File: config.mk
export PLATFORM = sky130hd
export DESIGN_NAME = tpp_trace_port_privilege_control
export DESIGN_NICKNAME = d
export VERILOG_FILES = /design/src/tpp_pkg.sv /design/src/tpp_drain_monitor.sv /design/src/tpp_trace_port_privilege_control.sv
export VERILOG_INCLUDE_DIRS = /design/src
export SDC_FILE = /design/constraint.sdc
export NUM_CORES = 1
export LEC_CHECK = 0
export ABC_AREA = 1
export ABC_CLOCK_PERIOD_IN_PS = 1300
export BUFFER_PORTS_ARGS = -buffer_cell sky130_fd_sc_hd__buf_2
export CAP_MARGIN = 0
export CORE_ASPECT_RATIO = 1.2
export CORE_MARGIN = 3
export CORE_UTILIZATION = 30
export CTS_CLUSTER_DIAMETER = 100
export DETAILED_ROUTE_END_ITERATION = 16
export SYNTH_ARGS = -nofsm -noshare
export SYNTH_HDL_FRONTEND = slang
export SYNTH_SLANG_ARGS = --single-unit
File: constraint.sdc
create_clock -name pclk -period 1.3 [get_ports pclk]
set_input_delay 0.195 -clock pclk [delete_from_list [all_inputs] [get_ports pclk]]
set_output_delay 0.195 -clock pclk [all_outputs]
set_load 0.03 [all_outputs]
File: src/tpp_defines.svh
`ifndef TPP_DEFINES_SVH
`define TPP_DEFINES_SVH
`define TPP_NUM_PORTS 64
`define TPP_NUM_GROUPS 8
`define TPP_NUM_WORDS 2
`define TPP_OFS_ENABLE0 12'h000
`define TPP_OFS_ENABLE1 12'h004
`define TPP_PORTS_PER_GROUP 8
`define TPP_CTRL_RSVD_MASK 32'hFF00F000
`define TPP_OFS_PRIV_MASK 12'h040
`define TPP_OFS_CONTROL 12'h080
`define TPP_BUSY_BIT 23
`define TPP_ID_HI 22
`define TPP_ID_LO 16
`define TPP_ID_RESET 7'h00
`define TPP_MASK_RESET 32'h00000000
`define TPP_ENABLE_RESET 32'h00000000
`endif

File: src/tpp_pkg.sv
package tpp_pkg;
  typedef logic [6:0] tpp_id_t;
  typedef logic [31:0] tpp_word_t;
endpackage

File: src/tpp_drain_monitor.sv
`timescale 1ns/1ps
module tpp_drain_monitor
  import tpp_pkg::*;
(
  input wire logic pclk,
  input wire logic presetn,
  input wire logic events_pending,
  output logic busy
);
  logic sync1_r;
  logic sync2_r;

  // two-stage synchroniser for the pending level
  always_ff @(posedge pclk or negedge presetn) begin
    if (!presetn) begin
      sync1_r <= 1'b0;
      sync2_r <= 1'b0;
    end else begin
      sync1_r <= events_pending;
      sync2_r <= sync1_r;
    end
  end

  assign busy = sync2_r;
endmodule

File: src/tpp_trace_port_privilege_control.sv
// Overview of operation
// - each mask bit covers eight ports
// - ports implemented in gapless multiples of eight
// - unimplemented mask bits read zero, ignore writes
// - mask bit one means privileged access only
// - unprivileged enable writes blocked by set mask
// - busy flag at control bit 23, read-only
// - seven-bit source identifier at bits 22:16
`timescale 1ns/1ps
`include "tpp_defines.svh"
module tpp_trace_port_privilege_control
  import tpp_pkg::*;
(
  input wire logic pclk,
  input wire logic presetn,
  input wire logic psel,
  input wire logic penable,
  input wire logic pwrite,
  input wire logic [11:0] paddr,
  input wire logic [31:0] pwdata,
  input wire logic [3:0] pstrb,
  input wire logic [2:0] pprot,
  output logic [31:0] prdata,
  output logic pready,
  output logic pslverr,
  input wire logic events_pending,
  input wire logic [7:0] port_access_req,
  input wire logic port_access_priv,
  output logic [7:0] port_access_ok,
  output logic [`TPP_NUM_PORTS-1:0] port_enable,
  output logic [6:0] trace_source_identifier
);
  localparam int NG = `TPP_NUM_GROUPS;
  localparam int NW = `TPP_NUM_WORDS;
  localparam int NP = `TPP_NUM_PORTS;
  localparam int NB = 32;
  localparam int NSEL = 4;
  localparam int SEL_MASK = 2;
  localparam int SEL_CTRL = 3;

  tpp_word_t port_group_priv_bits_r;
  tpp_word_t port_enable_words_r [NW];
  tpp_id_t trace_source_identifier_r;
  tpp_word_t prdata_r;
  tpp_word_t rdata_nxt;
  tpp_word_t ctrl_rdata;
  logic busy;
  logic wr_en;
  logic rd_en;
  logic priv_acc;
  logic mask_wr;
  logic id_wr;
  logic [NSEL-1:0] wr_sel;
  logic [NSEL-1:0] rd_sel;
  logic [31:0] wmask;
  logic [NG-1:0] group_locked;
  logic [NG-1:0] group_open;
  logic [NP-1:0] port_locked;
  logic [NP-1:0] enable_rdata;

  // byte-lane write mask
  function automatic logic [31:0] lane_mask(input logic [3:0] s);
    lane_mask = {{8{s[3]}}, {8{s[2]}}, {8{s[1]}}, {8{s[0]}}};
  endfunction

  // lane-masked merge of write data into a word
  function automatic logic [31:0] merge_word(input logic [31:0] old_v, input logic [31:0] new_v, input logic [31:0] m);
    merge_word = (old_v & ~m) | (new_v & m);
  endfunction

  // mask of implemented privilege bits
  function automatic logic [31:0] impl_groups();
    impl_groups = 32'h0;
    for (int g = 0; g < NG; g++) begin
      impl_groups[g] = 1'b1;
    end
  endfunction

  // mask of implemented ports within one enable word
  function automatic logic [31:0] impl_ports(input int word);
    impl_ports = 32'h0;
    for (int b = 0; b < NB; b++) begin
      if (word * NB + b < NP) begin
        impl_ports[b] = 1'b1;
      end
    end
  endfunction

  // group that a stimulus port belongs to
  function automatic int port_group(input int port);
    port_group = port / `TPP_PORTS_PER_GROUP;
  endfunction

  // one-hot register select from a byte address
  function automatic logic [NSEL-1:0] reg_sel(input logic [11:0] a);
    reg_sel = 4'h0;
    if (a == `TPP_OFS_ENABLE0) begin
      reg_sel = 4'h1;
    end else if (a == `TPP_OFS_ENABLE1) begin
      reg_sel = 4'h2;
    end else if (a == `TPP_OFS_PRIV_MASK) begin
      reg_sel = 4'h4;
    end else if (a == `TPP_OFS_CONTROL) begin
      reg_sel = 4'h8;
    end
  endfunction

  // synchronised pending level becomes the busy flag
  tpp_drain_monitor u_drain (
    .pclk(pclk),
    .presetn(presetn),
    .events_pending(events_pending),
    .busy(busy)
  );

  // zero-wait slave: writes land in the access cycle, reads sample in setup
  assign wr_en = psel && penable && pwrite;
  assign rd_en = psel && !penable && !pwrite;
  assign wr_sel = wr_en ? reg_sel(paddr) : 4'h0;
  assign rd_sel = rd_en ? reg_sel(paddr) : 4'h0;
  assign priv_acc = pprot[0];
  assign wmask = lane_mask(pstrb);
  assign mask_wr = wr_sel[SEL_MASK] && priv_acc;
  assign id_wr = wr_sel[SEL_CTRL] && priv_acc && pstrb[2];
  assign pready = 1'b1;
  assign pslverr = 1'b0;

  // privilege mask: privileged writes only, unimplemented groups kept at zero
  always_ff @(posedge pclk or negedge presetn) begin
    if (!presetn) begin
      port_group_priv_bits_r <= `TPP_MASK_RESET;
    end else if (mask_wr) begin
      port_group_priv_bits_r <= merge_word(port_group_priv_bits_r, pwdata, wmask) & impl_groups();
    end
  end

  // source identifier: privileged writes with its byte lane enabled
  always_ff @(posedge pclk or negedge presetn) begin
    if (!presetn) begin
      trace_source_identifier_r <= `TPP_ID_RESET;
    end else if (id_wr) begin
      trace_source_identifier_r <= pwdata[`TPP_ID_HI:`TPP_ID_LO];
    end
  end

  // per-group lock and grant
  genvar w;
  genvar p;
  generate
    for (w = 0; w < NG; w++) begin : g_acc
      // group w spans ports 8w..8w+7
      assign group_locked[w] = port_group_priv_bits_r[w];
      assign group_open[w] = port_access_priv || !group_locked[w];
      assign port_access_ok[w] = port_access_req[w] && group_open[w];
    end
  endgenerate

  // each port inherits the lock of its group of eight
  generate
    for (p = 0; p < NP; p++) begin : g_lock
      assign port_locked[p] = group_locked[port_group(p)];
    end
  endgenerate

  // enable words: unprivileged writes skip bits of locked groups
  generate
    for (w = 0; w < NW; w++) begin : g_en
      logic [31:0] allow;
      always_comb begin
        allow = wmask & impl_ports(w);
        if (!priv_acc) begin
          allow = allow & ~port_locked[w*32 +: 32];
        end
      end
      always_ff @(posedge pclk or negedge presetn) begin
        if (!presetn) begin
          port_enable_words_r[w] <= `TPP_ENABLE_RESET;
        end else if (wr_sel[w]) begin
          port_enable_words_r[w] <= merge_word(port_enable_words_r[w], pwdata, allow);
        end
      end
      assign port_enable[w*32 +: 32] = port_enable_words_r[w];
      assign enable_rdata[w*32 +: 32] = port_enable_words_r[w] & impl_ports(w);
    end
  endgenerate

  // control word: busy and identifier, reserved fields read zero
  always_comb begin
    ctrl_rdata = 32'h0;
    ctrl_rdata[`TPP_BUSY_BIT] = busy;
    ctrl_rdata[`TPP_ID_HI:`TPP_ID_LO] = trace_source_identifier_r;
    ctrl_rdata = ctrl_rdata & ~`TPP_CTRL_RSVD_MASK;
  end

  // read data chosen in the setup cycle, unmapped reads give zero
  always_comb begin
    rdata_nxt = 32'h0;
    if (rd_sel[0]) begin
      rdata_nxt = enable_rdata[31:0];
    end else if (rd_sel[1]) begin
      rdata_nxt = enable_rdata[63:32];
    end else if (rd_sel[SEL_MASK]) begin
      rdata_nxt = port_group_priv_bits_r & impl_groups();
    end else if (rd_sel[SEL_CTRL]) begin
      rdata_nxt = ctrl_rdata;
    end
  end

  // read data held from the setup cycle through the access cycle
  always_ff @(posedge pclk or negedge presetn) begin
    if (!presetn) begin
      prdata_r <= 32'h0;
    end else if (rd_en) begin
      prdata_r <= rdata_nxt;
    end
  end

  assign prdata = prdata_r;
  assign trace_source_identifier = trace_source_identifier_r;
endmodule

### After elaboration in Yosys (flattened, before gate mapping)

Cells that the tools add are included.
Widths: inputs -> output; s select.

| operators by class | value |
|---|---|
| bitwise gates (word level) | 16 |
| equal/unequal tests | 3 |
| reduce and logical (&&, ||, !) cells | 34 |
| muxes and demuxes | 12 |

Operator list:

| cell | number |
|---|---|
| $and 32x32->32 | 6 |
| $mux 32 | 4 |
| $not 32->32 | 4 |
| $or 32x32->32 | 2 |
| $mux 24 | 2 |
| $mux 4 | 6 |
| $and 8x8->8 | 2 |
| $logic_and 1x1->1 | 15 |
| $eq 12x3->1 const B | 1 |
| $eq 12x7->1 const B | 1 |
| $eq 12x8->1 const B | 1 |
| $logic_not 12->1 | 1 |
| $logic_not 1->1 | 10 |
| $logic_or 1x1->1 | 8 |
| $not 8->8 | 1 |
| $or 8x8->8 | 1 |

| storage, ports and cells | value |
|---|---|
| input bits | 66 |
| output and inout port bits | 113 |
| register bits | 113 |

### Longest topological paths before layout

Gate-level depths: netlist of run 1.

| depth | value |
|---|---|
| depth after elaboration | 10 |
| gate-level depth with buffers | 9 |
| depth with buffers taken out | 9 |

### Hierarchy

A second synthesis of run 1 with hierarchy kept.

| second synthesis, totals | value |
|---|---|
| cell total of the unflattened synthesis | 601 |
| area total of the unflattened synthesis | 5153.7 sq um |

Modules (own cells, without submodules):

| module | area an instance (sq um) | times used | cells each |
|---|---|---|---|
| tpp_trace_port_privilege_control | 5103.6 | 1 | 599 |
| tpp_drain_monitor | 50.0 | 1 | 2 |

### Worst setup path before layout of run 1

No wires, ideal clock.

| path | value |
|---|---|
| path type | flip-flop to output port |
| from | register (tool-made name) |
| to | output port port_access_ok[0] |
| slack | -0.007 ns |
| buffers on the path | 0 |
| stages on the path, launching flop included | 2 |
| required time | 1.105 ns |
| data arrival time | 1.112 ns |
| path through | dfrtp_1 -> a21boi_0 |

RTL lines:

| element | RTL line | RTL |
|---|---|---|
| end: declaration | tpp_trace_port_privilege_control.sv:29 | `output logic [7:0] port_access_ok,` |

==> results of run 1 <==
[cell usage in the layout (no fill, tap or decap), types with 3 or more instances in the layout]
master	synthesis	final
a21boi_1	0	5
a21boi_2	0	3
buf_12	0	13
buf_2	4	165
buf_4	4	52
buf_6	3	6
bufinv_16	0	5
clkbuf_1	9	3
clkbuf_16	0	17
clkinv_2	0	3
dfrtp_1	113	110
dfrtp_2	0	3
dlygate4sd3_1	0	24
inv_1	16	15
inv_2	9	10
nand2_1	263	259
nand2_2	8	8
nand2_4	0	4
nand3_1	24	24
nand4_1	65	65
nor2_1	12	12
nor2_4	12	12
o21ai_1	40	40
[per-stage QoR]
stage	hold slack, ns	std cells
floorplan	-0.101	604
global placement	0.00488	1024
detailed placement	0.00492	1024
CTS	0.00176	1087
global route	0.0100	1090
finish	0.0148	1090
[cells by family after synthesis]
family / after synthesis / share of synthesized area
AND/OR/NAND/NOR: 392 / 0.358
flip-flops: 113 / 0.546
AO/OA/AOI/OAI: 50 / 0.0522
buffers and inverters: 47 / 0.0423
other: 2 / 0.00145
[critical path, cell delays in order (launching register included)]
cell,delay [ns]
dfrtp_1,0.38
buf_6,0.13
a21boi_2,0.13
buf_6,0.14
[cell type report]
cell class / count / share of cell area
sequential: 113 / 0.362
multi-input combinational: 444 / 0.281
timing repair buffer: 260 / 0.228
clock buffer: 22 / 0.0594
tap: 216 / 0.0346
clock inverter: 10 / 0.0232
inverter: 25 / 0.0120
[worst max-delay path by stage]
stage                             end  cells after the start
floorplan                   flip-flop                      7
finish              port_access_ok[6]                      3
detailed placement          flip-flop                     10
CTS                 port_access_ok[6]                      3
global route        port_access_ok[6]                      3
global placement            flip-flop                     10
[what timing repair did]
action / in CTS / in global routing
setup endpoints to repair: 8 / 46
hold endpoints to repair: 152 / 0
pin swaps: 8 / 23
hold buffers: 24 / 0
gates resized for setup: 20 / 12
setup buffers: 10 / 3
[per-layer routing]
layer  global-route usage  vias up  share of wire
met5                    0        -        0.00039
li1                     -     2531              -
met4               0.0794        2          0.022
met2                0.328      168           0.50
met3               0.0386       26          0.048
met1                0.246     2455           0.43
[power by group through the flow]
stage          combinational, mW  clock [mW]  sequential [mW]
2_1_floorplan              0.162           0             3.59
3_3_place_gp               0.487           0             3.59
3_5_place_dp               0.489           0             3.59
4_1_cts                    0.562        5.25             3.53
5_1_grt                    0.619        5.40             3.52
6_report                   0.564        5.13             3.53
==> results.toml, run 1 <==
[global_routing]
antenna_found_initial = 1
grt_pass1_vias = 5108
grt_max_degree = 59
grt_first_pass_wirelength_um = 28400
overflow = 0
grt_use_total = 0.195

[synth]
synth_cell_types = 24
ys_seq_elements = 113
syn_inst = 604
ys_seq_area_frac = 0.546
ys_warn_count = 0
synth_fp_nets = 670
synth_edf_count = 0
ys.flop_type = "dfrtp_1"
synth_top_area_share = 0.546
synth.most_common_cell = "nand2_1"
syn-cell-area_mm2 = 0.00518
syn_area_per_cell_um2 = 8.57
synth_common_cells = "nand2_1, dfrtp_1, nand4_1"
ys_top_cells_by_area = "dfrtp_1, nand2_1, nand4_1"
yosys.area.top_type = "dfrtp_1"
async_reset_ff_frac = 1.00

[sta]
setup_tns_ns = -0.460
rsz0062_at_grt = "yes"
setup_slack_ns = -0.101
fin_crit_sh = 1.08
drv_slew = 0
fin_skew_ns = 0.00872
hold_viol_final = 0
fin_crit_ns = 1.40
fmax_mhz = 714
finalSetupViolCount = 8

[power_and_ir_drop]
sw_frac_of_total = 0.214
power.leakage_nw = 4.39
clkPwrFrac = 0.557
combPwrFrac = 0.061
internal-power_mw = 7.25
ir_drop_mv = 0.829
total_power_mw = 9.23
power_density_mw_per_mm2 = 1180
switching_power_mw = 1.98
p_seq_frac = 0.382

[layout]
nFillCells = 1659
drive_gt1_frac = 0.360
multi_input_area_mm2 = 0.00219
final_area_mm2 = 0.00782
ff_latch_area_mm2 = 0.00283
syn_to_final_growth_pct = 51.0
fin_util = 0.462
fin_nets = 927
num_antenna_cells = 0

[place]
placedInstanceArea_mm2 = 0.00676
gp_congestion = 0.780
port_buffers = 174
hpwl_um = 12800
place_worst_setup_slack_ns = -0.188

[worst_setup_path]
crit_fanout = 2
cp.required_ns = 1.11
ff2ff_path_depth = 7
reg2reg_slack_ns = 0.02
cp-end-kind = "output pin"
path_class = "flip-flop to output pin"
cp-start-kind = "flip-flop"
cp.arrival_ns = 1.21

[detailed_routing]
firstDrtPassIters = 5
drcViolationCount = 0
via_count = 5182
drt-wirelength-per-cell_um = 16.5
wl_um = 18000
via_per_inst = 4.75
drt_iter0_markers = 341
postRouteAntennaNets = 0

[worst_hold_path]
hold_path_startpoint = "pwdata[20]"
min_path_type = "primary input to flip-flop"
min_delay_path_depth = 3

[floorplanning]
die_h_um = 150
core_mm2 = 0.0169
rows = 52
start_util = 0.306
io_pins = 179
design.die.area_mm2 = 0.0189
die_x_um = 126

[cts]
clock-sinks = 113
numCtsBuffers = 17
clk_pin_slew_worst_paths_ns = 0.06
tritoncts = "yes"
insertion_delay_ns = 0.42
htree_levels = 4
clockBufferDepth = 2
root_buffer = "clkbuf_16"

[outcome]
outcome = "complete, but fails checks"
violations = "setup timing"

[flow_run]
cap_violations = 0
Power figures use the tool's default switching activity.
==> run 2, diff against run 1 <==
--- a/config.mk
+++ b/config.mk
@@ -10,7 +10,7 @@
 export ABC_CLOCK_PERIOD_IN_PS = 1300
 export BUFFER_PORTS_ARGS = -buffer_cell sky130_fd_sc_hd__buf_2
 export CAP_MARGIN = 0
-export CORE_ASPECT_RATIO = 1.2
+export CORE_ASPECT_RATIO = 0.9
 export CORE_MARGIN = 3
 export CORE_UTILIZATION = 30
 export CTS_CLUSTER_DIAMETER = 100
@@ -18,3 +18,4 @@
 export SYNTH_ARGS = -nofsm -noshare
 export SYNTH_HDL_FRONTEND = slang
 export SYNTH_SLANG_ARGS = --single-unit
+export TNS_END_PERCENT = 20
==> run 2 against run 1 <==
Effect of this change:
- sequential share of layout area is 1.1 points higher
- largest cell class unchanged
- utilization down 0.25 points
- via count is 0.83% higher
- flip-flop and latch count is the same
- critical path depth is the same
- non-clock buffer count decreased by 16
- worst hold slack better by 0.0020 ns
- die area hardly changed
- global-route usage shrank 0.15 points
- the flow still finishes with violations (setup timing)
- sequential power barely moved
- worst setup slack lost 0.0073 ns
- total power is 1.9% lower
==> results.toml, run 2 (same netlist as run 1, synthesis figures left out) <==
[outcome]
outcome = "complete, but fails checks"
violations = "setup timing"

[global_routing]
grt_max_degree = 69
antenna_found_initial = 1
grt_pass1_vias = 5062
overflow = 0
grt_use_total = 0.193
grt_first_pass_wirelength_um = 27700

[sta]
hold_viol_final = 0
fin_skew_ns = 0.00981
setup_tns_ns = -0.624
fmax_mhz = 710
finalSetupViolCount = 8
fin_crit_ns = 1.41
drv_slew = 0
setup_slack_ns = -0.108
rsz0062_at_grt = "yes"
fin_crit_sh = 1.08

[worst_setup_path]
cp.arrival_ns = 1.21
crit_end = "port_access_ok[1]"
reg2reg_slack_ns = 0.08
crit_chain = "buf_6 > a21boi_2 > buf_6"
cp-end-kind = "output pin"
path_class = "flip-flop to output pin"
crit_buf_inv = 2
critPathSlowestCell = "dfrtp_1"
max_stage_delay_ns = 0.39
cp-start-kind = "flip-flop"
ff2ff_path_depth = 6
crit_family = "flip-flops"
cp.required_ns = 1.11
worst-path-stages = 3
crit_fanout = 2
cp_common_cell = "buf_6"

[detailed_routing]
route.met2.wl_um = 8090
route.top_layer_used = "met5"
via_count = 5225
wl_um = 17900
postRouteAntennaNets = 0
drcViolationCount = 0
via_per_inst = 4.90
wl_met1_um = 8160
drt_iter0_markers = 354
firstDrtPassIters = 5
met3_length_um = 1380
drt-wirelength-per-cell_um = 16.7

[cts]
insertion_delay_ns = 0.42
clockBufferDepth = 2
htree_levels = 4
numCtsBuffers = 17
root_buffer = "clkbuf_16"
tritoncts = "yes"
clock-sinks = 113
clk_pin_slew_worst_paths_ns = 0.05

[floorplanning]
io_pins = 179
die_x_um = 144
start_util = 0.314
design.die.area_mm2 = 0.0189
die_h_um = 131
rows = 44
core_mm2 = 0.0165

[place]
placedInstanceArea_mm2 = 0.00666
gp_congestion = 0.804
place_worst_setup_slack_ns = -0.264
port_buffers = 174
hpwl_um = 12600

[power_and_ir_drop]
power.leakage_nw = 4.25
total_power_mw = 9.05
ir_drop_mv = 0.954
power_density_mw_per_mm2 = 1190

[layout]
layout_commonest_cell = "nand2_1"
fin_nets = 911
nFillCells = 1629
drive_gt1_frac = 0.354
multi_input_area_mm2 = 0.00218
final_area_mm2 = 0.00759
syn_to_final_growth_pct = 46.6
ff_latch_area_mm2 = 0.00283
final_cell_mix = "nand2_1, buf_2, dfrtp_1, nand4_1, buf_4"

[worst_hold_path]
hold_path_startpoint = "pwdata[20]"
min_path_type = "primary input to flip-flop"

[flow_run]
cap_violations = 0
-- run 2: cell types whose count changed in the layout (fill, tap and decap cells not counted), sizes merged --
cell / before / now
diode: 0 / 1
bufinv: 5 / 4
dlygate4sd3: 24 / 19
clkinv: 4 / 5
buf: 236 / 225
-- run 2: layer usage --
metal / vias to the layer above / GRT usage
li1: 2504 / -
met1: 2495 / 0.270
met2: 202 / 0.297
met3: 22 / 0.0495
met4: 2 / 0.0592
met5: - / 0
-- run 2: how the worst min path moves through the flow --
stage / endpoint / slack [ns] / cells past startpoint
finish: flip-flop / 0.02 / 3
global route: flip-flop / 0.01 / 3
CTS: flip-flop / 0.0004 / 3
detailed placement: prdata[11] / 0.21 / 2
global placement: prdata[11] / 0.21 / 2
floorplan: async pin / -0.10 / 0
-- run 2: report_power, final --
part	leakage (nW)	switching, mW	internal [mW]
Clock	0.310	1.63	3.34
Combinational	2.37	0.333	0.213
Sequential	1.57	0.00207	3.53
-- run 2: area by class of cell --
class,instances,area share
sequential,113,0.373
multi-input combinational,444,0.287
timing repair buffer,244,0.210
clock buffer,22,0.0624
tap,207,0.0341
clock inverter,10,0.0206
inverter,25,0.0124
antenna,1,0.000330
-- run 2: what timing repair did --
action / in CTS / in global routing
endpoints found under the setup margin: 8 / 46
pin swaps: 6 / 8
setup buffers: 6 / 1
resized for setup: 21 / 12
hold buffers: 19 / 0
hold endpoints to repair: 142 / 0
-- run 2: per-stage QoR --
stage	std cells	hold slack (ns)	utilization
2_1_floorplan	604	-0.101	-
3_5_place_dp	1010	0.211	0.403
3_3_place_gp	1010	0.208	0.403
4_1_cts	1064	0.000386	0.457
5_1_grt	1065	0.00965	0.460
6_report	1066	0.0168	0.460
-- run 2: worst reg2reg max path: cells and delay by family (launching register included) --
family | cells | cell delay, ns
flops | 1 | 0.39
buf+inv | 2 | 0.30
simple gates | 3 | 0.28
compound gates | 1 | 0.13
==> run 3, diff against run 2 <==
--- a/config.mk
+++ b/config.mk
@@ -17,5 +17,6 @@
 export DETAILED_ROUTE_END_ITERATION = 16
 export SYNTH_ARGS = -nofsm -noshare
 export SYNTH_HDL_FRONTEND = slang
+export SYNTH_HIERARCHICAL = 1
 export SYNTH_SLANG_ARGS = --single-unit
 export TNS_END_PERCENT = 20
==> run 3 against run 2 <==
Effect of this change:
- the flow still finishes with violations (setup timing)
- utilization fell by 0.57 points
- critical path depth did not move
- first-iteration DRC count fell by 5.6%
- total power fell by 1.1%
- worst hold slack got worse by 0.0011 ns
==> results.toml, run 3 <==
[detailed_routing]
wl_um = 18200
route.met2.wl_um = 8190
drt_iter0_markers = 334
via_per_inst = 4.97
met3_length_um = 1520
firstDrtPassIters = 7
postRouteAntennaNets = 0
drt-wirelength-per-cell_um = 17.2
via_count = 5266
wl_met1_um = 8290
drcViolationCount = 0
route.top_layer_used = "met5"

[layout]
fin_nets = 906
final_cell_mix = "nand2_1, buf_2, dfrtp_1, nand4_1, buf_4"
final_cells = 1060
drive_gt1_frac = 0.361
syn_to_final_growth_pct = 45.0
num_antenna_cells = 0
fin_util = 0.454
layout_commonest_cell = "nand2_1"
final_area_mm2 = 0.00747

[cts]
clockBufferDepth = 2
tritoncts = "yes"
htree_levels = 4
numCtsBuffers = 17
clk_pin_slew_worst_paths_ns = 0.05
clock-sinks = 113
root_buffer = "clkbuf_16"
insertion_delay_ns = 0.42

[sta]
drv_slew = 0
fin_skew_ns = 0.00510
finalSetupViolCount = 8
fin_crit_ns = 1.41
fmax_mhz = 707
setup_slack_ns = -0.114
hold_viol_final = 0
rsz0062_at_grt = "yes"
fin_crit_sh = 1.09

[outcome]
outcome = "complete, but fails checks"
violations = "setup timing"

[worst_setup_path]
cp-start-kind = "flip-flop"
path_class = "flip-flop to output pin"
ff2ff_path_depth = 6
cp.arrival_ns = 1.22
cp-end-kind = "output pin"
max_stage_delay_ns = 0.40
reg2reg_slack_ns = 0.09
cp.required_ns = 1.11
crit_fanout = 3
cp_common_cell = "buf_6"
crit_chain = "buf_6 > a21boi_2 > buf_6"
critPathSlowestCell = "dfrtp_1"

[worst_hold_path]
min_path_type = "primary input to flip-flop"
min_delay_path_depth = 3
hold_path_startpoint = "pwdata[14]"

[synth]
synth_top_area_share = 0.549
synth_common_cells = "nand2_1, dfrtp_1, nand4_1"
syn_area_per_cell_um2 = 8.58
synth.most_common_cell = "nand2_1"
async_reset_ff_frac = 1.00
synth_cell_types = 26
ys_seq_area_frac = 0.549
ys_warn_count = 6
synth_edf_count = 0
ys_top_cells_by_area = "dfrtp_1, nand2_1, nand4_1"
syn_inst = 601
ys.flop_type = "dfrtp_1"
syn-cell-area_mm2 = 0.00515
yosys.area.top_type = "dfrtp_1"
synth_fp_nets = 667
ys_seq_elements = 113

[floorplanning]
die_x_um = 144
start_util = 0.313
die_h_um = 130
design.die.area_mm2 = 0.0188
core_mm2 = 0.0165
io_pins = 179
rows = 44

[global_routing]
overflow = 0
grt_pass1_vias = 5027
grt_first_pass_wirelength_um = 28100
antenna_found_initial = 1
grt_use_total = 0.197
grt_max_degree = 58

[place]
hpwl_um = 13200
gp_congestion = 0.812
dp_cells = 1018
placedInstanceArea_mm2 = 0.00669
place_worst_setup_slack_ns = -0.206
port_buffers = 174

[power_and_ir_drop]
switching_power_mw = 1.99
p_seq_frac = 0.394
ir_drop_mv = 0.862
total_power_mw = 8.95
internal-power_mw = 6.96
sw_frac_of_total = 0.222
combPwrFrac = 0.059
power_density_mw_per_mm2 = 1200
power.leakage_nw = 4.27
clkPwrFrac = 0.547

[flow_run]
cap_violations = 0
## run 3: cell count changes in the layout (fill, tap and decap cells not counted), moves of 12 or more
cell and change:
o21ai_0 +38, o21ai_1 -38, nand3_1 +33, nand2_1 -31, buf_4 +14, dlygate4sd3_1 -12
## run 3: how the worst max path moves through the flow
stage                        endpoint  slack [ns]  cells after the start
CTS                         flip-flop       -0.17                      4
floorplan           port_access_ok[1]      -0.007                      1
global route        port_access_ok[5]       -0.15                      3
global placement            flip-flop       -0.21                     10
finish              port_access_ok[5]       -0.11                      3
detailed placement          flip-flop       -0.21                      9
## run 3: cells by family (layout without fill, tap and decap cells)
| kind of cell | count (synthesis) | after routing | share of synthesized area |
|---|---|---|---|
| other | 2 | 2 | 0.00146 |
| flip-flops | 113 | 113 | 0.549 |
| AND/OR/NAND/NOR | 387 | 387 | 0.353 |
| buffers and inverters | 48 | 300 | 0.0427 |
| AO/OA/AOI/OAI | 51 | 51 | 0.0544 |
## run 3: final cells by class
class	instances	area, um2
clock buffers	21	450
clock inverters	11	161
fillers	1659	8990
inverters	23	86.3
multi-input cells	440	2140
flip-flops and latches	113	2830
well taps	207	259
repair buffers	245	1550
## run 3: per-layer routing
layer,GRT usage,vias to the layer above
met4,0.0516,2
met3,0.0561,20
met1,0.277,2487
li1,-,2516
met2,0.299,241
met5,0,-
## run 3: worst max-delay path: cells and delay by family, from the launching register on
kind            cells  cell delay (ns)
compound gates      1             0.12
buf+inv             2             0.28
flops               1             0.40
## run 3: power groups by stage
stage	Clock, mW	Combinational, mW	Sequential, mW
after floorplan	0	0.157	3.59
after CTS	4.99	0.532	3.53
after global placement	0	0.494	3.59
final	4.89	0.531	3.53
after global routing	5.16	0.584	3.53
after detailed placement	0	0.498	3.59
## run 3: stage by stage
step | TNS (ns) | hold slack (ns)
2_1_floorplan | -0.0459 | -0.101
3_3_place_gp | -12.84 | 0.229
3_5_place_dp | -13.17 | 0.236
4_1_cts | -2.02 | 0.00539
5_1_grt | -1.17 | 0.0137
6_report | -0.628 | 0.0157
## run 3: repair_timing
| item | in CTS | in global routing |
|---|---|---|
| gates resized for setup | 22 | 13 |
| endpoints found under the setup margin | 16 | 31 |
| hold buffers | 7 | 0 |
| pin swaps | 8 | 0 |
| endpoints found under the hold margin | 119 | 0 |
| setup buffers | 3 | 0 |
